File: src/pkg/rcm_cfg.svh
`ifndef RCM_CFG_SVH
`define RCM_CFG_SVH
// Register byte offsets
`define RCM_OFF_TXCFG   12'h000
`define RCM_OFF_RXCFG   12'h004
`define RCM_OFF_ORXCFG  12'h008
`define RCM_OFF_ORXSEL  12'h00C
`define RCM_OFF_CTRL    12'h010
`define RCM_OFF_STATUS  12'h014
// Field positions
`define RCM_MODE_LSB    0
`define RCM_MASK_LSB    4
`define RCM_DLY_LSB     4
`define RCM_SEL1_LSB    0
`define RCM_SEL2L_LSB   4
`define RCM_SEL2H_LSB   8
`define RCM_DUAL_LSB    12
// Mode encodings
`define RCM_TX_SPI      2'h0
`define RCM_TX_PIN      2'h1
`define RCM_RX_SPI      2'h0
`define RCM_RX_PIN      2'h1
`define RCM_ORX_SPI     3'h0
`define RCM_ORX_S3      3'h1
`define RCM_ORX_S2      3'h2
`define RCM_ORX_S1      3'h3
`define RCM_ORX_D4      3'h4
`define RCM_ORX_D2      3'h5
// Settling delay: field 0..16 gives 2..18 cycles
`define RCM_DLY_MAX     5'h10
`define RCM_DLY_BASE    5'h02
`define RCM_SEL_INVALID 3'h4
`define RCM_DUAL_INVALID 3'h4
`endif

File: src/pkg/rcm_pkg.sv
package rcm_pkg;
  // Per-channel control source
  typedef enum logic [1:0] {RCM_SRC_NONE, RCM_SRC_SPI, RCM_SRC_PIN} rcm_src_e;
  typedef enum logic [1:0] {RCM_IDLE, RCM_SETTLE, RCM_SAMPLE} rcm_state_e;
endpackage

File: src/design/rcm_apb_if.sv
`timescale 1ns/1ps
`include "rcm_cfg.svh"
// APB slave front end: one-cycle answer, strobes out
module rcm_apb_if (
  input  wire logic        pclk,
  input  wire logic        presetn,
  input  wire logic        psel,
  input  wire logic        penable,
  input  wire logic        pwrite,
  input  wire logic [11:0] paddr,
  output logic             pready,
  output logic             pslverr,
  output logic             wr_stb,
  output logic             rd_stb
);
  typedef struct packed {
    logic unused;
  } rcm_apb_s;
  rcm_apb_s st_q, st_d;

  // Zero wait states; unmapped reads give zero
  always_comb begin
    st_d   = st_q;
    wr_stb = psel && penable && pwrite;
    rd_stb = psel && penable && !pwrite;
    pready = psel && penable;
    pslverr = 1'b0;
  end

  always_ff @(posedge pclk or negedge presetn) begin
    if (!presetn) begin
      st_q <= '0;
    end else begin
      st_q <= st_d;
    end
  end
endmodule // rcm_apb_if

File: src/design/rcm_ctrl.sv
`timescale 1ns/1ps
`include "rcm_cfg.svh"
// Behaviour
// [RULE1] Control modes configurable anytime after multichip sync completes.
// [RULE2] Transmit SPI mode puts masked channels under register enable control.
// [RULE3] Transmit pin-mode write leaves masked channels' current mode unchanged.
// [RULE4] Invalid transmit mode leaves masked channels with no control mode.
// [RULE5] Transmit mask is four bits, bit0 is channel 1; 15 means all.
// [RULE6] Receive mode is SPI, pin, or invalid retaining current mode.
// [RULE7] Invalid receive mode is a no-op for masked channels.
// [RULE8] Receive mask is four bits, bit0 channel 1; 15 means all.
// [RULE9] Observation SPI mode enables paths from register, ignoring pins.
// [RULE10] Single-channel modes use one, two or three control pins.
// [RULE11] Dual-channel modes with four or two pins enable two paths.
// [RULE12] Invalid observation mode leaves current mode unchanged.
// [RULE13] Wait 2 to 18 cycles (field 0..16) before sampling select pins.
// [RULE14] One-pin mode field picks which path the single pin enables.
// [RULE15] Invalid one-pin path choice keeps the previous selection.
// [RULE16] Two-pin: A enables selected path, B picks one of two.
// [RULE17] Three-pin: A enables; C,B select paths 1 to 4.
// [RULE18] Dual four-pin: A,C enable; B,D choose path per enable.
// [RULE19] Channels with clear mask bit keep existing control mode.
module rcm_ctrl (
  input  wire logic        pclk,
  input  wire logic        presetn,
  input  wire logic        psel,
  input  wire logic        penable,
  input  wire logic        pwrite,
  input  wire logic [11:0] paddr,
  input  wire logic [31:0] pwdata,
  output logic      [31:0] prdata,
  output logic             pready,
  output logic             pslverr,
  input  wire logic        multichip_sync_done,
  input  wire logic [3:0]  tx_pin_en,
  input  wire logic [3:0]  rx_pin_en,
  input  wire logic        obs_enable_pin_a,
  input  wire logic        obs_select_pin_b,
  input  wire logic        obs_ctrl_pin_c,
  input  wire logic        obs_select_pin_d,
  output logic      [3:0]  tx_path_en,
  output logic      [3:0]  rx_path_en,
  output logic      [3:0]  obs_path_en
);
  // ----------------------------------------------------------------
  // State
  // ----------------------------------------------------------------
  typedef struct packed {
    rcm_pkg::rcm_src_e [3:0] tx_src;
    rcm_pkg::rcm_src_e [3:0] rx_src;
    logic [3:0]              tx_spi_en;
    logic [3:0]              rx_spi_en;
    logic [3:0]              obs_spi_en;
    logic [2:0]              obs_mode;
    logic [4:0]              dly;
    logic [1:0]              sel1;
    logic [1:0]              sel2_lo;
    logic [1:0]              sel2_hi;
    logic [1:0]              dual;
    rcm_pkg::rcm_state_e     fsm;
    logic [4:0]              cnt;
    logic [3:0]              pins_seen;
    logic [3:0]              pins;
    logic [3:0]              tx_out;
    logic [3:0]              rx_out;
    logic [3:0]              obs_out;
    logic [31:0]             rdata;
  } rcm_ctrl_s;
  rcm_ctrl_s st_q, st_d;

  logic       wr_stb;
  logic       rd_stb;
  logic [3:0] dec_en;
  logic [3:0] pins_now;
  logic [3:0] tmask;
  logic [3:0] rmask;

  assign pins_now = {obs_select_pin_d, obs_ctrl_pin_c, obs_select_pin_b, obs_enable_pin_a};
  assign tmask    = pwdata[`RCM_MASK_LSB +: 4];
  assign rmask    = pwdata[`RCM_MASK_LSB +: 4];

  // ----------------------------------------------------------------
  // Submodules
  // ----------------------------------------------------------------
  rcm_apb_if u_apb (
    .pclk    (pclk),
    .presetn (presetn),
    .psel    (psel),
    .penable (penable),
    .pwrite  (pwrite),
    .paddr   (paddr),
    .pready  (pready),
    .pslverr (pslverr),
    .wr_stb  (wr_stb),
    .rd_stb  (rd_stb)
  );

  rcm_obs_dec u_dec (
    .mode    (st_q.obs_mode),
    .pins    (st_q.pins),
    .sel1    (st_q.sel1),
    .sel2_lo (st_q.sel2_lo),
    .sel2_hi (st_q.sel2_hi),
    .dual    (st_q.dual),
    .path_en (dec_en)
  );

  // Pick enable by source of a channel
  function automatic logic pick(input rcm_pkg::rcm_src_e s, input logic spi, input logic pin);
    case (s)
      rcm_pkg::RCM_SRC_SPI: pick = spi;
      rcm_pkg::RCM_SRC_PIN: pick = pin;
      default:              pick = 1'b0;
    endcase
  endfunction

  // Selection field update; invalid code keeps old
  function automatic logic [1:0] upd_sel(input logic [2:0] code, input logic [1:0] old);
    upd_sel = (code < `RCM_SEL_INVALID) ? code[1:0] : old;
  endfunction

  // ----------------------------------------------------------------
  // Next state
  // ----------------------------------------------------------------
  always_comb begin
    st_d = st_q;
    // [RULE1] config gated by sync
    if (wr_stb && multichip_sync_done) begin
      if (paddr == `RCM_OFF_TXCFG) begin
        for (int i = 0; i < 4; i++) begin
          // [RULE5] mask bit per channel
          if (tmask[i]) begin
            // [RULE2] SPI takes control
            if (pwdata[1:0] == `RCM_TX_SPI) begin
              st_d.tx_src[i] = rcm_pkg::RCM_SRC_SPI;
            // [RULE3] pin value keeps mode
            end else if (pwdata[1:0] == `RCM_TX_PIN) begin
              st_d.tx_src[i] = st_q.tx_src[i];
            // [RULE4] invalid clears mode
            end else begin
              st_d.tx_src[i] = rcm_pkg::RCM_SRC_NONE;
            end
          end
          // [RULE19] unmasked untouched
        end
        st_d.tx_spi_en = pwdata[11:8];
      end else if (paddr == `RCM_OFF_RXCFG) begin
        for (int i = 0; i < 4; i++) begin
          // [RULE8] mask bit per channel
          if (rmask[i]) begin
            // [RULE6] three behaviours
            if (pwdata[1:0] == `RCM_RX_SPI) begin
              st_d.rx_src[i] = rcm_pkg::RCM_SRC_SPI;
            end else if (pwdata[1:0] == `RCM_RX_PIN) begin
              st_d.rx_src[i] = rcm_pkg::RCM_SRC_PIN;
            end
            // [RULE7] invalid is no-op
          end
        end
        st_d.rx_spi_en = pwdata[11:8];
      end else if (paddr == `RCM_OFF_ORXCFG) begin
        // [RULE12] invalid mode ignored
        if (pwdata[2:0] <= `RCM_ORX_D2) begin
          st_d.obs_mode = pwdata[2:0];
        end
        // [RULE13] out-of-range delay field ignored, old value kept
        if (pwdata[8:4] <= `RCM_DLY_MAX) begin
          st_d.dly = pwdata[8:4];
        end
        // [RULE9] register path enables
        st_d.obs_spi_en = pwdata[15:12];
      end else if (paddr == `RCM_OFF_ORXSEL) begin
        // [RULE15] invalid choice kept
        st_d.sel1    = upd_sel(pwdata[`RCM_SEL1_LSB +: 3], st_q.sel1);
        st_d.sel2_lo = upd_sel(pwdata[`RCM_SEL2L_LSB +: 3], st_q.sel2_lo);
        st_d.sel2_hi = upd_sel(pwdata[`RCM_SEL2H_LSB +: 3], st_q.sel2_hi);
        st_d.dual    = (pwdata[`RCM_DUAL_LSB +: 3] < `RCM_DUAL_INVALID)
                     ? pwdata[`RCM_DUAL_LSB +: 2] : st_q.dual;
      end
    end
    // [RULE13] settle then sample
    case (st_q.fsm)
      rcm_pkg::RCM_IDLE: begin
        if (pins_now != st_q.pins_seen) begin
          st_d.pins_seen = pins_now;
          st_d.cnt       = st_q.dly + `RCM_DLY_BASE - 5'h01;
          st_d.fsm       = rcm_pkg::RCM_SETTLE;
        end
      end
      rcm_pkg::RCM_SETTLE: begin
        if (st_q.cnt == 5'h01) begin
          st_d.fsm = rcm_pkg::RCM_SAMPLE;
        end else begin
          st_d.cnt = st_q.cnt - 5'h01;
        end
      end
      rcm_pkg::RCM_SAMPLE: begin
        st_d.pins      = pins_now;
        st_d.pins_seen = pins_now;
        st_d.fsm       = rcm_pkg::RCM_IDLE;
      end
      default: st_d.fsm = rcm_pkg::RCM_IDLE;
    endcase
    // Outputs registered
    for (int i = 0; i < 4; i++) begin
      st_d.tx_out[i] = pick(st_q.tx_src[i], st_q.tx_spi_en[i], tx_pin_en[i]);
      st_d.rx_out[i] = pick(st_q.rx_src[i], st_q.rx_spi_en[i], rx_pin_en[i]);
    end
    // [RULE10] pin modes via decoder
    st_d.obs_out = (st_q.obs_mode == `RCM_ORX_SPI) ? st_q.obs_spi_en : dec_en;
    // Read mux
    st_d.rdata = 32'h0000_0000;
    if (paddr == `RCM_OFF_ORXCFG) begin
      st_d.rdata = {16'h0000, st_q.obs_spi_en, 3'h0, st_q.dly, 1'b0, st_q.obs_mode};
    end else if (paddr == `RCM_OFF_ORXSEL) begin
      st_d.rdata = {18'h0, st_q.dual, 2'h0, st_q.sel2_hi, 2'h0, st_q.sel2_lo, 2'h0, st_q.sel1};
    end else if (paddr == `RCM_OFF_TXCFG) begin
      st_d.rdata = {20'h0, st_q.tx_spi_en, st_q.tx_src};
    end else if (paddr == `RCM_OFF_RXCFG) begin
      st_d.rdata = {20'h0, st_q.rx_spi_en, st_q.rx_src};
    end else if (paddr == `RCM_OFF_STATUS) begin
      st_d.rdata = {23'h0, st_q.pins, st_q.obs_out, st_q.fsm != rcm_pkg::RCM_IDLE};
    end
  end

  // ----------------------------------------------------------------
  // Registers
  // ----------------------------------------------------------------
  always_ff @(posedge pclk or negedge presetn) begin
    if (!presetn) begin
      st_q <= '0;
    end else begin
      st_q <= st_d;
    end
  end

  // Read data comb from registers; one-cycle access phase
  assign prdata      = rd_stb ? st_q.rdata : 32'h0000_0000;
  assign tx_path_en  = st_q.tx_out;
  assign rx_path_en  = st_q.rx_out;
  assign obs_path_en = st_q.obs_out;
endmodule // rcm_ctrl

File: src/design/rcm_obs_dec.sv
`timescale 1ns/1ps
`include "rcm_cfg.svh"
// Pin decoder for observation path enables (pure function of mode, selection fields and latched pins)
module rcm_obs_dec (
  input  wire logic [2:0] mode,
  input  wire logic [3:0] pins,
  input  wire logic [1:0] sel1,
  input  wire logic [1:0] sel2_lo,
  input  wire logic [1:0] sel2_hi,
  input  wire logic [1:0] dual,
  output logic      [3:0] path_en
);
  function automatic logic [3:0] onehot(input logic [1:0] i);
    onehot = 4'h1 << i;
  endfunction

  // Pins: [0]=A enable, [1]=B select, [2]=C, [3]=D select
  always_comb begin
    path_en = 4'h0;
    case (mode)
      // [RULE14] one pin chosen path
      `RCM_ORX_S1: if (pins[0]) path_en = onehot(sel1);
      // [RULE16] A enables, B picks
      `RCM_ORX_S2: if (pins[0]) path_en = onehot(pins[1] ? sel2_hi : sel2_lo);
      // [RULE17] C,B encode path
      `RCM_ORX_S3: if (pins[0]) path_en = onehot({pins[2], pins[1]});
      // [RULE18] A/C enable, B/D pick
      `RCM_ORX_D4: path_en = (pins[0] ? (pins[1] ? 4'h2 : 4'h1) : 4'h0)
                           | (pins[2] ? (pins[3] ? 4'h8 : 4'h4) : 4'h0);
      // [RULE11] dual two pin pairs
      `RCM_ORX_D2: path_en = (pins[0] ? onehot({1'b0, dual[1]}) : 4'h0)
                           | (pins[2] ? onehot({1'b1, dual[0]}) : 4'h0);
      default: path_en = 4'h0;
    endcase
  end
endmodule // rcm_obs_dec

File: config.mk
export PLATFORM = sky130hd
export DESIGN_NAME = rcm_ctrl
export DESIGN_NICKNAME = d
export VERILOG_FILES = /design/src/pkg/rcm_pkg.sv /design/src/design/rcm_apb_if.sv /design/src/design/rcm_ctrl.sv /design/src/design/rcm_obs_dec.sv
export VERILOG_INCLUDE_DIRS = /design/src /design/src/pkg
export SDC_FILE = /design/constraint.sdc
export NUM_CORES = 1
export LEC_CHECK = 0
export BUFFER_PORTS_ARGS = -buffer_cell sky130_fd_sc_hd__buf_2
export CORE_UTILIZATION = 56
export CTS_BUF_LIST = sky130_fd_sc_hd__clkbuf_8
export DETAILED_ROUTE_END_ITERATION = 10
export GPL_TIMING_DRIVEN = 0
export PLACE_DENSITY = 0.81
export SYNTH_ARGS = -nofsm -noshare
export SYNTH_HDL_FRONTEND = slang
export SYNTH_SLANG_ARGS = --single-unit
File: constraint.sdc
create_clock -name pclk -period 2.1 [get_ports pclk]
set_input_delay 0.63 -clock pclk [delete_from_list [all_inputs] [get_ports pclk]]
set_output_delay 0.63 -clock pclk [all_outputs]
set_load 0.1 [all_outputs]
**After elaboration in Yosys (flattened, before gate mapping)**

Index checks and enable logic that the tools add are counted.

- Flip-flop bits (word level): 103
- Latch bits: 0
- RAM bits: 0
- Memory bits (read-only): 0
- Bits of input ports: 62
- Output and inout port bits: 46
- Logic and storage cells: 147
- Memories: 0

- $add $sub $neg: 3
- Multipliers: 0
- Divide/modulo/power cells: 0
- $lt $le $gt $ge: 6
- Equality and inequality tests: 34
- Shift operators: 5
- Multiplexer cells: 36
- Bitwise logic cells: 5
- Reductions and logical operators: 33

Operator list:

| cell | count |
|---|---|
| two-way mux 4 bit | 9 |
| two-way mux 32 bit | 1 |
| AND reduction 5 bit | 6 |
| equality test 12 x 4 -> 1 bit (second input constant) | 2 |
| two-way mux 12 bit | 2 |
| AND reduction 6 bit | 4 |
| equality test 2 x 1 -> 1 bit (second input constant) | 10 |
| case mux 4 bit (5 select lines) | 1 |
| AND reduction 4 bit | 5 |
| equality test 2 bit (second input constant) | 9 |
| two-way mux 16 bit | 1 |
| case mux 1 bit (2 select lines) | 8 |
| left shift 1 x 2 -> 4 bit (first input constant) | 4 |
| two-way mux 14 bit | 1 |
| two-way mux 2 bit | 7 |
| equality test 12 x 3 -> 1 bit (second input constant) | 1 |
| equality test 12 x 5 -> 1 bit (second input constant) | 1 |
| zero test 12 bit | 1 |
| < comparator 3 bit (second input constant) | 4 |
| two-way mux 11 bit | 1 |
| case mux 5 bit (2 select lines) | 1 |
| subtractor 5 x 1 -> 5 bit (second input constant) | 2 |
| two-way mux 9 bit | 1 |
| != test 2 bit (second input constant) | 4 |
| other kinds (21) | 36 |

**Logic depth before layout (Yosys ltp)**

Gate-level depths: netlist (run 1).

- Depth after elaboration: 6
- Depth in mapped cells: 7
- Depth with buffers taken out: 6

**Cells and area by module**

A second synthesis (run 1) with hierarchy kept.

- Cells, all modules: 412
- Area total of the unflattened synthesis: 4471.8 sq um

Modules (own cells, without submodules):

| module | times used | cells each | area an instance (sq um) | sequential area each (sq um) |
|---|---|---|---|---|
| rcm_ctrl | 1 | 368 | 4156.5 | 2077.0 |
| rcm_obs_dec | 1 | 39 | 281.5 | 0.0 |
| rcm_apb_if | 1 | 5 | 33.8 | 0.0 |

**Worst setup path after synthesis (run 1)**

Ideal clock, no wire load.

- Path type: input port to output port
- Start point: in psel
- End point: out prdata[10]
- Data arrival time: 2.736 ns
- Data required time: 1.470 ns
- Slack: -1.266 ns
- Cell stages on the path: 4
- Cells stage by stage: and2_1 -> nor2b_1 -> clkbuf_1 -> and2_1

- Word-level cells in the longest chain between the ends: 3

RTL lines:

| item | RTL line | RTL |
|---|---|---|
| from (decl) | rcm_ctrl.sv:26 | `input wire logic psel,` |
| logical AND 1 bit (2 in a row) | rcm_apb_if.sv:25 | `rd_stb = psel && penable && !pwrite;` |
| two-way mux 32 bit | rcm_ctrl.sv:238 | `assign prdata = rd_stb ? st_q.rdata : 32'h0000_0000;` |
| to (decl) | rcm_ctrl.sv:31 | `output logic [31:0] prdata,` |

No other way between the ends.

**Worst setup path in the final report (run 1)**

- Start point: in psel
- End point: out prdata[8]

The elaborated chain is that of the path after synthesis.

==> results of run 1 <==
[worst max-delay path: cells and delay by family]
family	cells	cell delay, ns
and+or+nand+nor	3	0.57
buffers and inverters	3	0.40
[cell type report]
class                   count  area share
repair buffers             76       0.118
well taps                 102      0.0223
flip-flops and latches     83       0.363
inverters                  20      0.0131
plain buffers              46      0.0542
clock inverters             6      0.0160
clock buffers               9      0.0217
multi-input cells         288       0.392
[per-stage QoR]
stage	util	power [W]	area, µm²
floorplan	-	0.00258	4660
global placement	0.660	0.00280	5130
detailed placement	0.663	0.00285	5150
CTS	0.728	0.00410	5650
global route	0.736	0.00431	5720
finish	0.736	0.00412	5720
[flip-flops by register name (all words and copies together), names as in the netlist]
register / count
st_q: 71
obs_path_en: 4
rx_path_en: 4
tx_path_en: 4
[power by group through the flow]
stage	Clock [W]	Combinational (W)	Sequential, W
2_1_floorplan	0	0.000720	0.00187
3_3_place_gp	0	0.000898	0.00190
3_5_place_dp	0	0.000937	0.00191
4_1_cts	0.00126	0.000954	0.00188
5_1_grt	0.00133	0.00107	0.00190
6_report	0.00125	0.000973	0.00189
[path summary, 6_finish.rpt]
check                            from        endpoint  slack (ns)  depth (start not counted)
max                              psel       prdata[8]       -0.14                          6
min                           presetn        st_q[56]        0.23                          1
max reg2reg                  st_q[53]        st_q[53]        0.27                          6
min reg2reg                  st_q[86]        st_q[86]        0.51                          1
max in group asynchronous     presetn  obs_path_en[2]        1.24                          2
min in group pclk          pwdata[11]        st_q[86]        0.49                          2
[cells in the mapped netlist (3+ instances only)]
master | count | share of area
mux2_1 | 12 | 0.030
a41oi_1 | 5 | 0.0097
nor3_1 | 9 | 0.010
a22oi_1 | 12 | 0.020
nand3b_1 | 3 | 0.0050
o21ai_0 | 10 | 0.011
o211ai_1 | 4 | 0.0067
xnor2_1 | 7 | 0.014
clkbuf_1 | 11 | 0.0092
o2bb2ai_1 | 3 | 0.0058
and2_1 | 26 | 0.036
mux4_2 | 3 | 0.015
a21oi_1 | 11 | 0.012
buf_2 | 3 | 0.0033
nor3b_1 | 3 | 0.0050
ha_1 | 11 | 0.031
nor4_2 | 4 | 0.011
a31oi_1 | 8 | 0.011
mux2_2 | 18 | 0.045
mux2i_1 | 18 | 0.040
nand4_1 | 5 | 0.0069
nor2b_1 | 7 | 0.0097
inv_1 | 19 | 0.016
buf_4 | 30 | 0.050
nor2_1 | 21 | 0.018
nor4_1 | 3 | 0.0042
a22o_1 | 3 | 0.0058
nand3_1 | 9 | 0.010
dfrtp_1 | 83 | 0.46
nand2_1 | 21 | 0.018
[logic make-up after synthesis]
group	count (synthesis)
DFF	83
adders and majority gates	11
and+or+nand+nor	130
buffers and inverters	66
other	1
AOI/OAI and AO/OA	72
muxes	51
xor gates and xnor gates	7
[repair_timing]
action	4_1_cts	5_1_grt
pin swaps	2	2
setup endpoints to repair	32	26
buffers inserted	4	2
cloned	1	0
resized for setup	63	15
[cell usage in the layout, fill, tap and decap left out, drive strengths merged, types with 4 or more instances in the layout]
cell      n
nand4     5
a31oi     8
nand2    22
clkbuf   19
a22oi    12
nor2     21
nor4      7
nand3     9
ha       11
o21ai    12
a21oi    11
a41oi     5
xnor2     7
dfrtp    83
mux2     30
nor2b     7
o211ai    4
nor3     11
conb     17
buf     112
mux2i    18
and2     26
inv      19
[metal layers]
| layer | share of wire | up-vias | GRT usage |
|---|---|---|---|
| li1 | - | 1675 | - |
| met1 | 0.39 | 1810 | 0.371 |
| met2 | 0.50 | 227 | 0.493 |
| met3 | 0.085 | 41 | 0.0721 |
| met4 | 0.028 | 0 | 0.111 |
| met5 | 0 | - | 0 |
==> results.json, run 1 <==
{
  "nets": 597,
  "die_h_um": 91.7,
  "grt_pass1_vias": 3681,
  "fin_ws_ns": -0.143,
  "power_switching_w": 0.00133,
  "rows": 32,
  "postRouteAntennaNets": 0,
  "finClkSkew_ns": 0.0107,
  "clkSinkCount": 83,
  "p_sw_frac": 0.324,
  "yosysWarnings": 0,
  "grt_pass1_wl_um": 18800,
  "combPwrFrac": 0.236,
  "die_area_mm2": 0.00840,
  "hold-worst-slack_ns": 0.226,
  "start_kind": "input pin",
  "synth_ff_type": "dfrtp_1",
  "fin_tns_setup_ns": -1.84,
  "clockBufferDepth": 2,
  "num_antenna_cells": 0,
  "cp_slowest_cell": "nor2b_4",
  "path_max_fanout": 7,
  "seq_area_mm2": 0.00208,
  "worst_slew_pin_slew_ns": 0.635,
  "grt_max_degree": 44,
  "cpMostUsedCell": "and2_4",
  "io_pins": 108,
  "finalHoldViolCount": 0,
  "drv_slew": 0,
  "cp-end-kind": "output port",
  "status": "complete, but fails checks",
  "leakagePower_nw": 2.69,
  "clock-root-buffer": "clkbuf_8",
  "place_ws_ns": -0.611,
  "rsz0062_at_grt": "yes",
  "clk_latency_ns": 0.37,
  "crit_type": "input pin to output port",
  "synth_top_family_by_area": "simple AND/OR/NAND/NOR gates",
  "portBuffers": 68,
  "min-delay-path-class": "input pin to async pin",
  "htreeDepth": 3,
  "max-cap-violations": 0,
  "max_slew_margin": 0.577,
  "synth_cells": 421,
  "synth_edf_count": 0,
  "violations": "setup timing",
  "vias_per_cell": 5.96,
  "num_vias": 3753,
  "num-fill-cells": 518,
  "peakVddDrop_mv": 0.446,
  "period_needed_ns": 2.24,
  "clkPwrFrac": 0.305,
  "final_cells": 630,
  "synth_xor_area_frac": 0.0136,
  "ys_seq_elements": 83,
  "initialDrtViolationCount": 371,
  "place.gp.congestion": 0.923,
  "drt_first_pass_iters": 5,
  "cts_tree": "done",
  "area_growth_pct": 27.1,
  "placed_cells_incl_taps": 608,
  "drive_gt1_frac": 0.347,
  "synth-simple-area-share": 0.172,
  "antenna_found_initial": 0,
  "cellPowerDensity_mw_per_mm2": 719,
  "cp_data_required_time_ns": 1.47,
  "clk_pin_slew_worst_paths_ns": 0.09,
  "synth_cell_type_count": 57,
  "cp_cell_sequence": "buf_6 -> and2_4 -> nor2b_4 -> buf_8 -> and2_4 -> buf_12",
  "synthMuxAreaShare": 0.130,
  "multiInputGateArea_mm2": 0.00224,
  "async_flop_share": 1.00,
  "die_x_um": 91.7,
  "final.period_utilization": 1.07,
  "postCtsHoldBufs": 0,
  "routed_wl_um": 12000,
  "initial_utilization": 0.580,
  "postSynthAreaPerCell_um2": 10.7,
  "wl_per_cell_um": 19.0,
  "cp.arrival_ns": 1.61,
  "core_mm2": 0.00777,
  "yosysSeqAreaShare": 0.461,
  "hpwlAfterDp_um": 8210,
  "p_int_w": 0.00278,
  "drc": 0,
  "grt_use_total": 0.295,
  "setup_viol": 16,
  "synth-compound-area-share": 0.111,
  "grt_overflow_total": 0,
  "synthAdderAreaFrac": 0.0306,
  "power_frac_seq": 0.459,
  "crit_path_max_incr_delay_ns": 0.28,
  "cts_made_buffers": 9,
  "fmax_mhz": 446,
  "netlist_area_mm2": 0.00450
}
(Power assumes the default switching activity.)
==> inputs of run 2 (changes only) <==
--- a/config.mk
+++ b/config.mk
@@ -8,3 +8,5 @@
 export LEC_CHECK = 0
+export ABC_CLOCK_PERIOD_IN_PS = 2100
 export BUFFER_PORTS_ARGS = -buffer_cell sky130_fd_sc_hd__buf_2
+export CORE_MARGIN = 2
 export CORE_UTILIZATION = 56
--- a/constraint.sdc
+++ b/constraint.sdc
@@ -3,2 +3,2 @@
 set_output_delay 0.63 -clock pclk [all_outputs]
-set_load 0.1 [all_outputs]
+set_load 0.005 [all_outputs]
==> run 2 against run 1 <==
  * The run now ends clean
  * Largest power group unchanged
  * Design area decreased by 6.5%
  * Utilization is 4.8 points lower
  * Via count decreased by 1.9%
  * Sequential power about the same
  * Hold slack got worse by 0.044 ns
  * Final cell count decreased by 0.32%
  * Critical path depth is 1 lower
  * Highest routed layer unchanged
  * Maximum frequency rose by 9.0%
  * Critical endpoint is now st_q[60]
==> results.json, run 2 (synthesis results as in run 1) <==
{
  "grt_pass1_vias": 3546,
  "cp_cell_sequence": "buf_2 -> nor4_4 -> nand4_1 -> nor3_1 -> mux2_2",
  "worst_slew_pin_slew_ns": 0.643,
  "antenna_found_initial": 0,
  "fin_ws_ns": 0.0428,
  "layout_common_cells": "83 x dfrtp_1, 68 x buf_2, 36 x buf_4, 25 x and2_1, 21 x nor2_1",
  "path_max_fanout": 6,
  "top_register": "st_q",
  "clk_latency_ns": 0.36,
  "postRouteAntennaNets": 0,
  "drt_first_pass_iters": 5,
  "die_x_um": 93.7,
  "initialDrtViolationCount": 389,
  "hpwlAfterDp_um": 8090,
  "cp-end-kind": "register",
  "largest_reg_flops": 71,
  "drv_slew": 0,
  "htreeDepth": 3,
  "max_slew_margin": 0.571,
  "start_kind": "input pin",
  "nets": 594,
  "initial_utilization": 0.580,
  "portBuffers": 68,
  "cellPowerDensity_mw_per_mm2": 703,
  "num_antenna_cells": 0,
  "wl_per_cell_um": 17.2,
  "drive_gt1_frac": 0.306,
  "setup_viol": 0,
  "die_area_mm2": 0.00877,
  "rows": 32,
  "seq_area_mm2": 0.00208,
  "min-delay-path-class": "input pin to async pin",
  "num_vias": 3682,
  "fin_tns_setup_ns": 0,
  "core_mm2": 0.00777,
  "die_h_um": 93.7,
  "io_pins": 108,
  "rsz0062_at_grt": "yes",
  "vias_per_cell": 5.86,
  "final_cells": 628,
  "period_needed_ns": 2.06,
  "fmax_mhz": 486,
  "grt_max_degree": 58,
  "final.period_utilization": 0.980,
  "crit_type": "input pin to register",
  "clockBufferDepth": 2,
  "cp_data_required_time_ns": 2.35,
  "peakVddDrop_mv": 0.350,
  "leakagePower_nw": 2.60,
  "place_ws_ns": -0.595,
  "grt_use_total": 0.261,
  "place.gp.congestion": 0.927,
  "finalHoldViolCount": 0,
  "max-cap-violations": 0,
  "power.total_w": 0.00376,
  "status": "completed",
  "routed_wl_um": 10800,
  "final_common_cell": "dfrtp_1",
  "placed_cells_incl_taps": 608,
  "grt_pass1_wl_um": 17500,
  "clkSinkCount": 83,
  "drc": 0,
  "cts_made_buffers": 9,
  "cp.arrival_ns": 2.31,
  "num-fill-cells": 595,
  "multiInputGateArea_mm2": 0.00218,
  "crit_path_max_incr_delay_ns": 0.44,
  "grt_overflow_total": 0,
  "finClkSkew_ns": 0.0134,
  "clock-root-buffer": "clkbuf_8",
  "area_growth_pct": 18.8,
  "cts_tree": "done",
  "cp_slowest_cell": "nor3_1",
  "clk_pin_slew_worst_paths_ns": 0.09
}
[run 2: changes by cell type in the layout (fill, tap and decap cells not counted), sizes merged]
cell,before,now
inv,19,22
bufinv,2,0
buf,112,109
[run 2: layout make-up]
class	instances	area share
Buffer	46	0.0580
Tap cell	102	0.0239
Inverter	20	0.0140
Clock buffer	9	0.0232
Sequential cell	83	0.388
Clock inverter	7	0.00982
Timing Repair Buffer	73	0.0748
Multi-Input combinational cell	288	0.408
[run 2: worst max-delay path: cells and delay by family]
family / cells / cell delay, ns
muxes: 1 / 0.38
and+or+nand+nor: 3 / 1.18
buffers and inverters: 1 / 0.12
[run 2: stage by stage]
stage / hold WS (ns) / cell area [µm²] / util
2_1_floorplan: 0.334 / 4590 / -
3_3_place_gp: 0.485 / 5060 / 0.652
3_5_place_dp: 0.500 / 5090 / 0.656
4_1_cts: 0.186 / 5320 / 0.684
5_1_grt: 0.196 / 5350 / 0.689
6_report: 0.182 / 5350 / 0.689
[run 2: layer usage]
layer | routed length (µm) | vias to the layer above | GRT usage | part of all wire
li1 | - | 1671 | - | -
met1 | 4260 | 1741 | 0.345 | 0.39
met2 | 5050 | 229 | 0.417 | 0.47
met3 | 1080 | 41 | 0.0562 | 0.10
met4 | 405 | 0 | 0.117 | 0.038
met5 | 0 | - | 0 | 0
[run 2: report_power, final]
group / leakage (nW) / switching [W] / internal, W / total, W
Clock: 0.0837 / 0.000608 / 0.000435 / 0.00104
Combinational: 1.43 / 0.000456 / 0.000375 / 0.000831
Sequential: 1.08 / 0.000153 / 0.00174 / 0.00189
Total: 2.60 / 0.00122 / 0.00255 / 0.00376
[run 2: path summary, 6_finish.rpt]
kind                            cells past startpoint            end  slack, ns       start
min in group pclk                                   2       st_q[78]       0.49  pwdata[15]
worst max register to register                      6       st_q[53]       0.27    st_q[53]
worst min-delay path                                1  rx_path_en[2]       0.18     presetn
worst min register to register                      1  tx_path_en[2]       0.52    st_q[85]
worst max-delay path                                5       st_q[60]       0.04    paddr[6]
max in group asynchronous                           2       st_q[63]       1.33     presetn
[run 2: repair_timing]
| item | 4_1_cts | 5_1_grt |
|---|---|---|
| hold buffers | 0 | 0 |
| resized for setup | 7 | 7 |
| gates cloned | 0 | 0 |
| setup buffers | 2 | 2 |
| pin swaps | 1 | 1 |
| endpoints found under the setup margin | 28 | 36 |
==> inputs of run 3 (changes only) <==
- PLACE_DENSITY: 0.81 -> unset
- PLACE_DENSITY_LB_ADDON: unset -> 0.05
==> run 3 against run 2 <==
  * Critical path depth is 1 higher
  * Worst setup slack better by 0.0056 ns
  * Final cell count is 0.16% lower
  * First-iteration DRC count is 11% lower
  * Combinational power is 1% lower
  * Utilization is 0.24 points higher
  * Clock skew is 0.0025 ns higher
  * Critical endpoint is now prdata[12]
  * Largest cell class unchanged
  * Highest routed layer unchanged
==> results.json, run 3 (synthesis results as in run 1) <==
{
  "initialDrtViolationCount": 345,
  "setup_viol": 0,
  "antenna_found_initial": 0,
  "period_needed_ns": 2.05,
  "grt_use_total": 0.267,
  "num_vias": 3591,
  "finClkSkew_ns": 0.0159,
  "cp.arrival_ns": 1.42,
  "hpwlAfterDp_um": 8370,
  "cts_made_buffers": 9,
  "drc": 0,
  "die_x_um": 93.7,
  "rows": 32,
  "core_mm2": 0.00777,
  "start_kind": "input pin",
  "stdcell_area_mm2": 0.00537,
  "place_area_mm2": 0.00509,
  "postCtsHoldBufs": 0,
  "placed_cells_incl_taps": 608,
  "worst_slew_pin_slew_ns": 0.650,
  "clkSinkCount": 83,
  "final.period_utilization": 0.977,
  "routed_wl_um": 11000,
  "cp_data_required_time_ns": 1.47,
  "portBuffers": 68,
  "leakagePower_nw": 2.61,
  "crit_type": "input pin to output port",
  "finalHoldViolCount": 0,
  "layout_common_cells": "83 x dfrtp_1, 68 x buf_2, 35 x buf_4, 24 x and2_1, 21 x nor2_1",
  "grt_pass1_wl_um": 17700,
  "grt_max_degree": 50,
  "clk_latency_ns": 0.36,
  "rsz0062_at_grt": "no",
  "initial_utilization": 0.580,
  "io_pins": 108,
  "cellPowerDensity_mw_per_mm2": 708,
  "path_max_fanout": 10,
  "cp-end-kind": "output port",
  "max-cap-violations": 0,
  "cts_tree": "done",
  "largest_reg_flops": 71,
  "die_h_um": 93.7,
  "fin_tns_setup_ns": 0,
  "die_area_mm2": 0.00877,
  "clock-root-buffer": "clkbuf_8",
  "power.total_w": 0.00380,
  "drt_first_pass_iters": 5,
  "r2r_start": "st_q[53]",
  "final_common_cell": "dfrtp_1",
  "min-delay-path-class": "input pin to async pin",
  "top_register": "st_q",
  "fmax_mhz": 487,
  "drv_slew": 0,
  "nets": 594,
  "drive_gt1_frac": 0.310,
  "wl_per_cell_um": 17.6,
  "grt_pass1_vias": 3604,
  "num_antenna_cells": 0,
  "peakVddDrop_mv": 0.423,
  "startpoint": "psel",
  "status": "completed",
  "htreeDepth": 3,
  "clk_pin_slew_worst_paths_ns": 0.08,
  "place.gp.congestion": 0.902,
  "final_cells": 627,
  "area_growth_pct": 19.3,
  "r2r_slack_ns": 0.37,
  "clockBufferDepth": 2,
  "vias_per_cell": 5.73,
  "postRouteAntennaNets": 0,
  "grt_overflow_total": 0,
  "max_slew_margin": 0.566
}
## run 3: changes by cell type in the layout (fill, tap and decap cells not counted), sizes merged
cell | before | now
clkinv | 2 | 3
bufinv | 0 | 1
inv | 22 | 20
clkinvlp | 3 | 2
## run 3: area by class of cell
| class | count | area, µm² |
|---|---|---|
| Fill cell | 619 | 2400 |
| Inverter | 20 | 75.1 |
| Multi-Input combinational cell | 288 | 2190 |
| Timing Repair Buffer | 73 | 404 |
| Clock buffer | 9 | 124 |
| Buffer | 46 | 312 |
| Tap cell | 102 | 128 |
| Clock inverter | 6 | 58.8 |
| Sequential cell | 83 | 2080 |
## run 3: layer usage
| metal | GRT usage | wire length (µm) | part of all wire | vias up |
|---|---|---|---|---|
| met2 | 0.423 | 5150 | 0.47 | 172 |
| met4 | 0.118 | 255 | 0.023 | 0 |
| met5 | 0 | 0 | 0 | - |
| li1 | - | - | - | 1666 |
| met3 | 0.0425 | 889 | 0.080 | 20 |
| met1 | 0.365 | 4750 | 0.43 | 1733 |
## run 3: worst max-delay path: stages
cell     delay [ns]
buf_2          0.11
and2_4         0.15
nor2b_4        0.14
buf_8          0.13
and2_1         0.15
buf_2          0.12
## run 3: repair_timing
item | 4_1_cts | 5_1_grt
pin swaps | 1 | 2
setup endpoints to repair | 25 | 42
buffers inserted | 2 | 2
gates resized for setup | 7 | 12
## run 3: power breakdown
part,total [W],internal (W),switching (W)
clock network,0.00110,0.000534,0.000564
logic,0.000819,0.000374,0.000445
registers,0.00189,0.00174,0.000149
## run 3: through the flow
stage / utilization / hold slack, ns / setup slack [ns]
5_1_grt: 0.691 / 0.246 / 0.0134
4_1_cts: 0.685 / 0.227 / 0.00611
6_report: 0.691 / 0.214 / 0.0485
3_3_place_gp: 0.652 / 0.497 / -0.547
2_1_floorplan: - / 0.334 / -0.238
3_5_place_dp: 0.656 / 0.501 / -0.585
## run 3: path summary, 6_finish.rpt
check,end,cells past startpoint
setup / recovery,prdata[12],6
hold / removal,rx_path_en[0],1
setup reg to reg,st_q[53],6
hold reg to reg,st_q[83],1
max in group asynchronous,st_q[71],2
min in group pclk,st_q[78],2
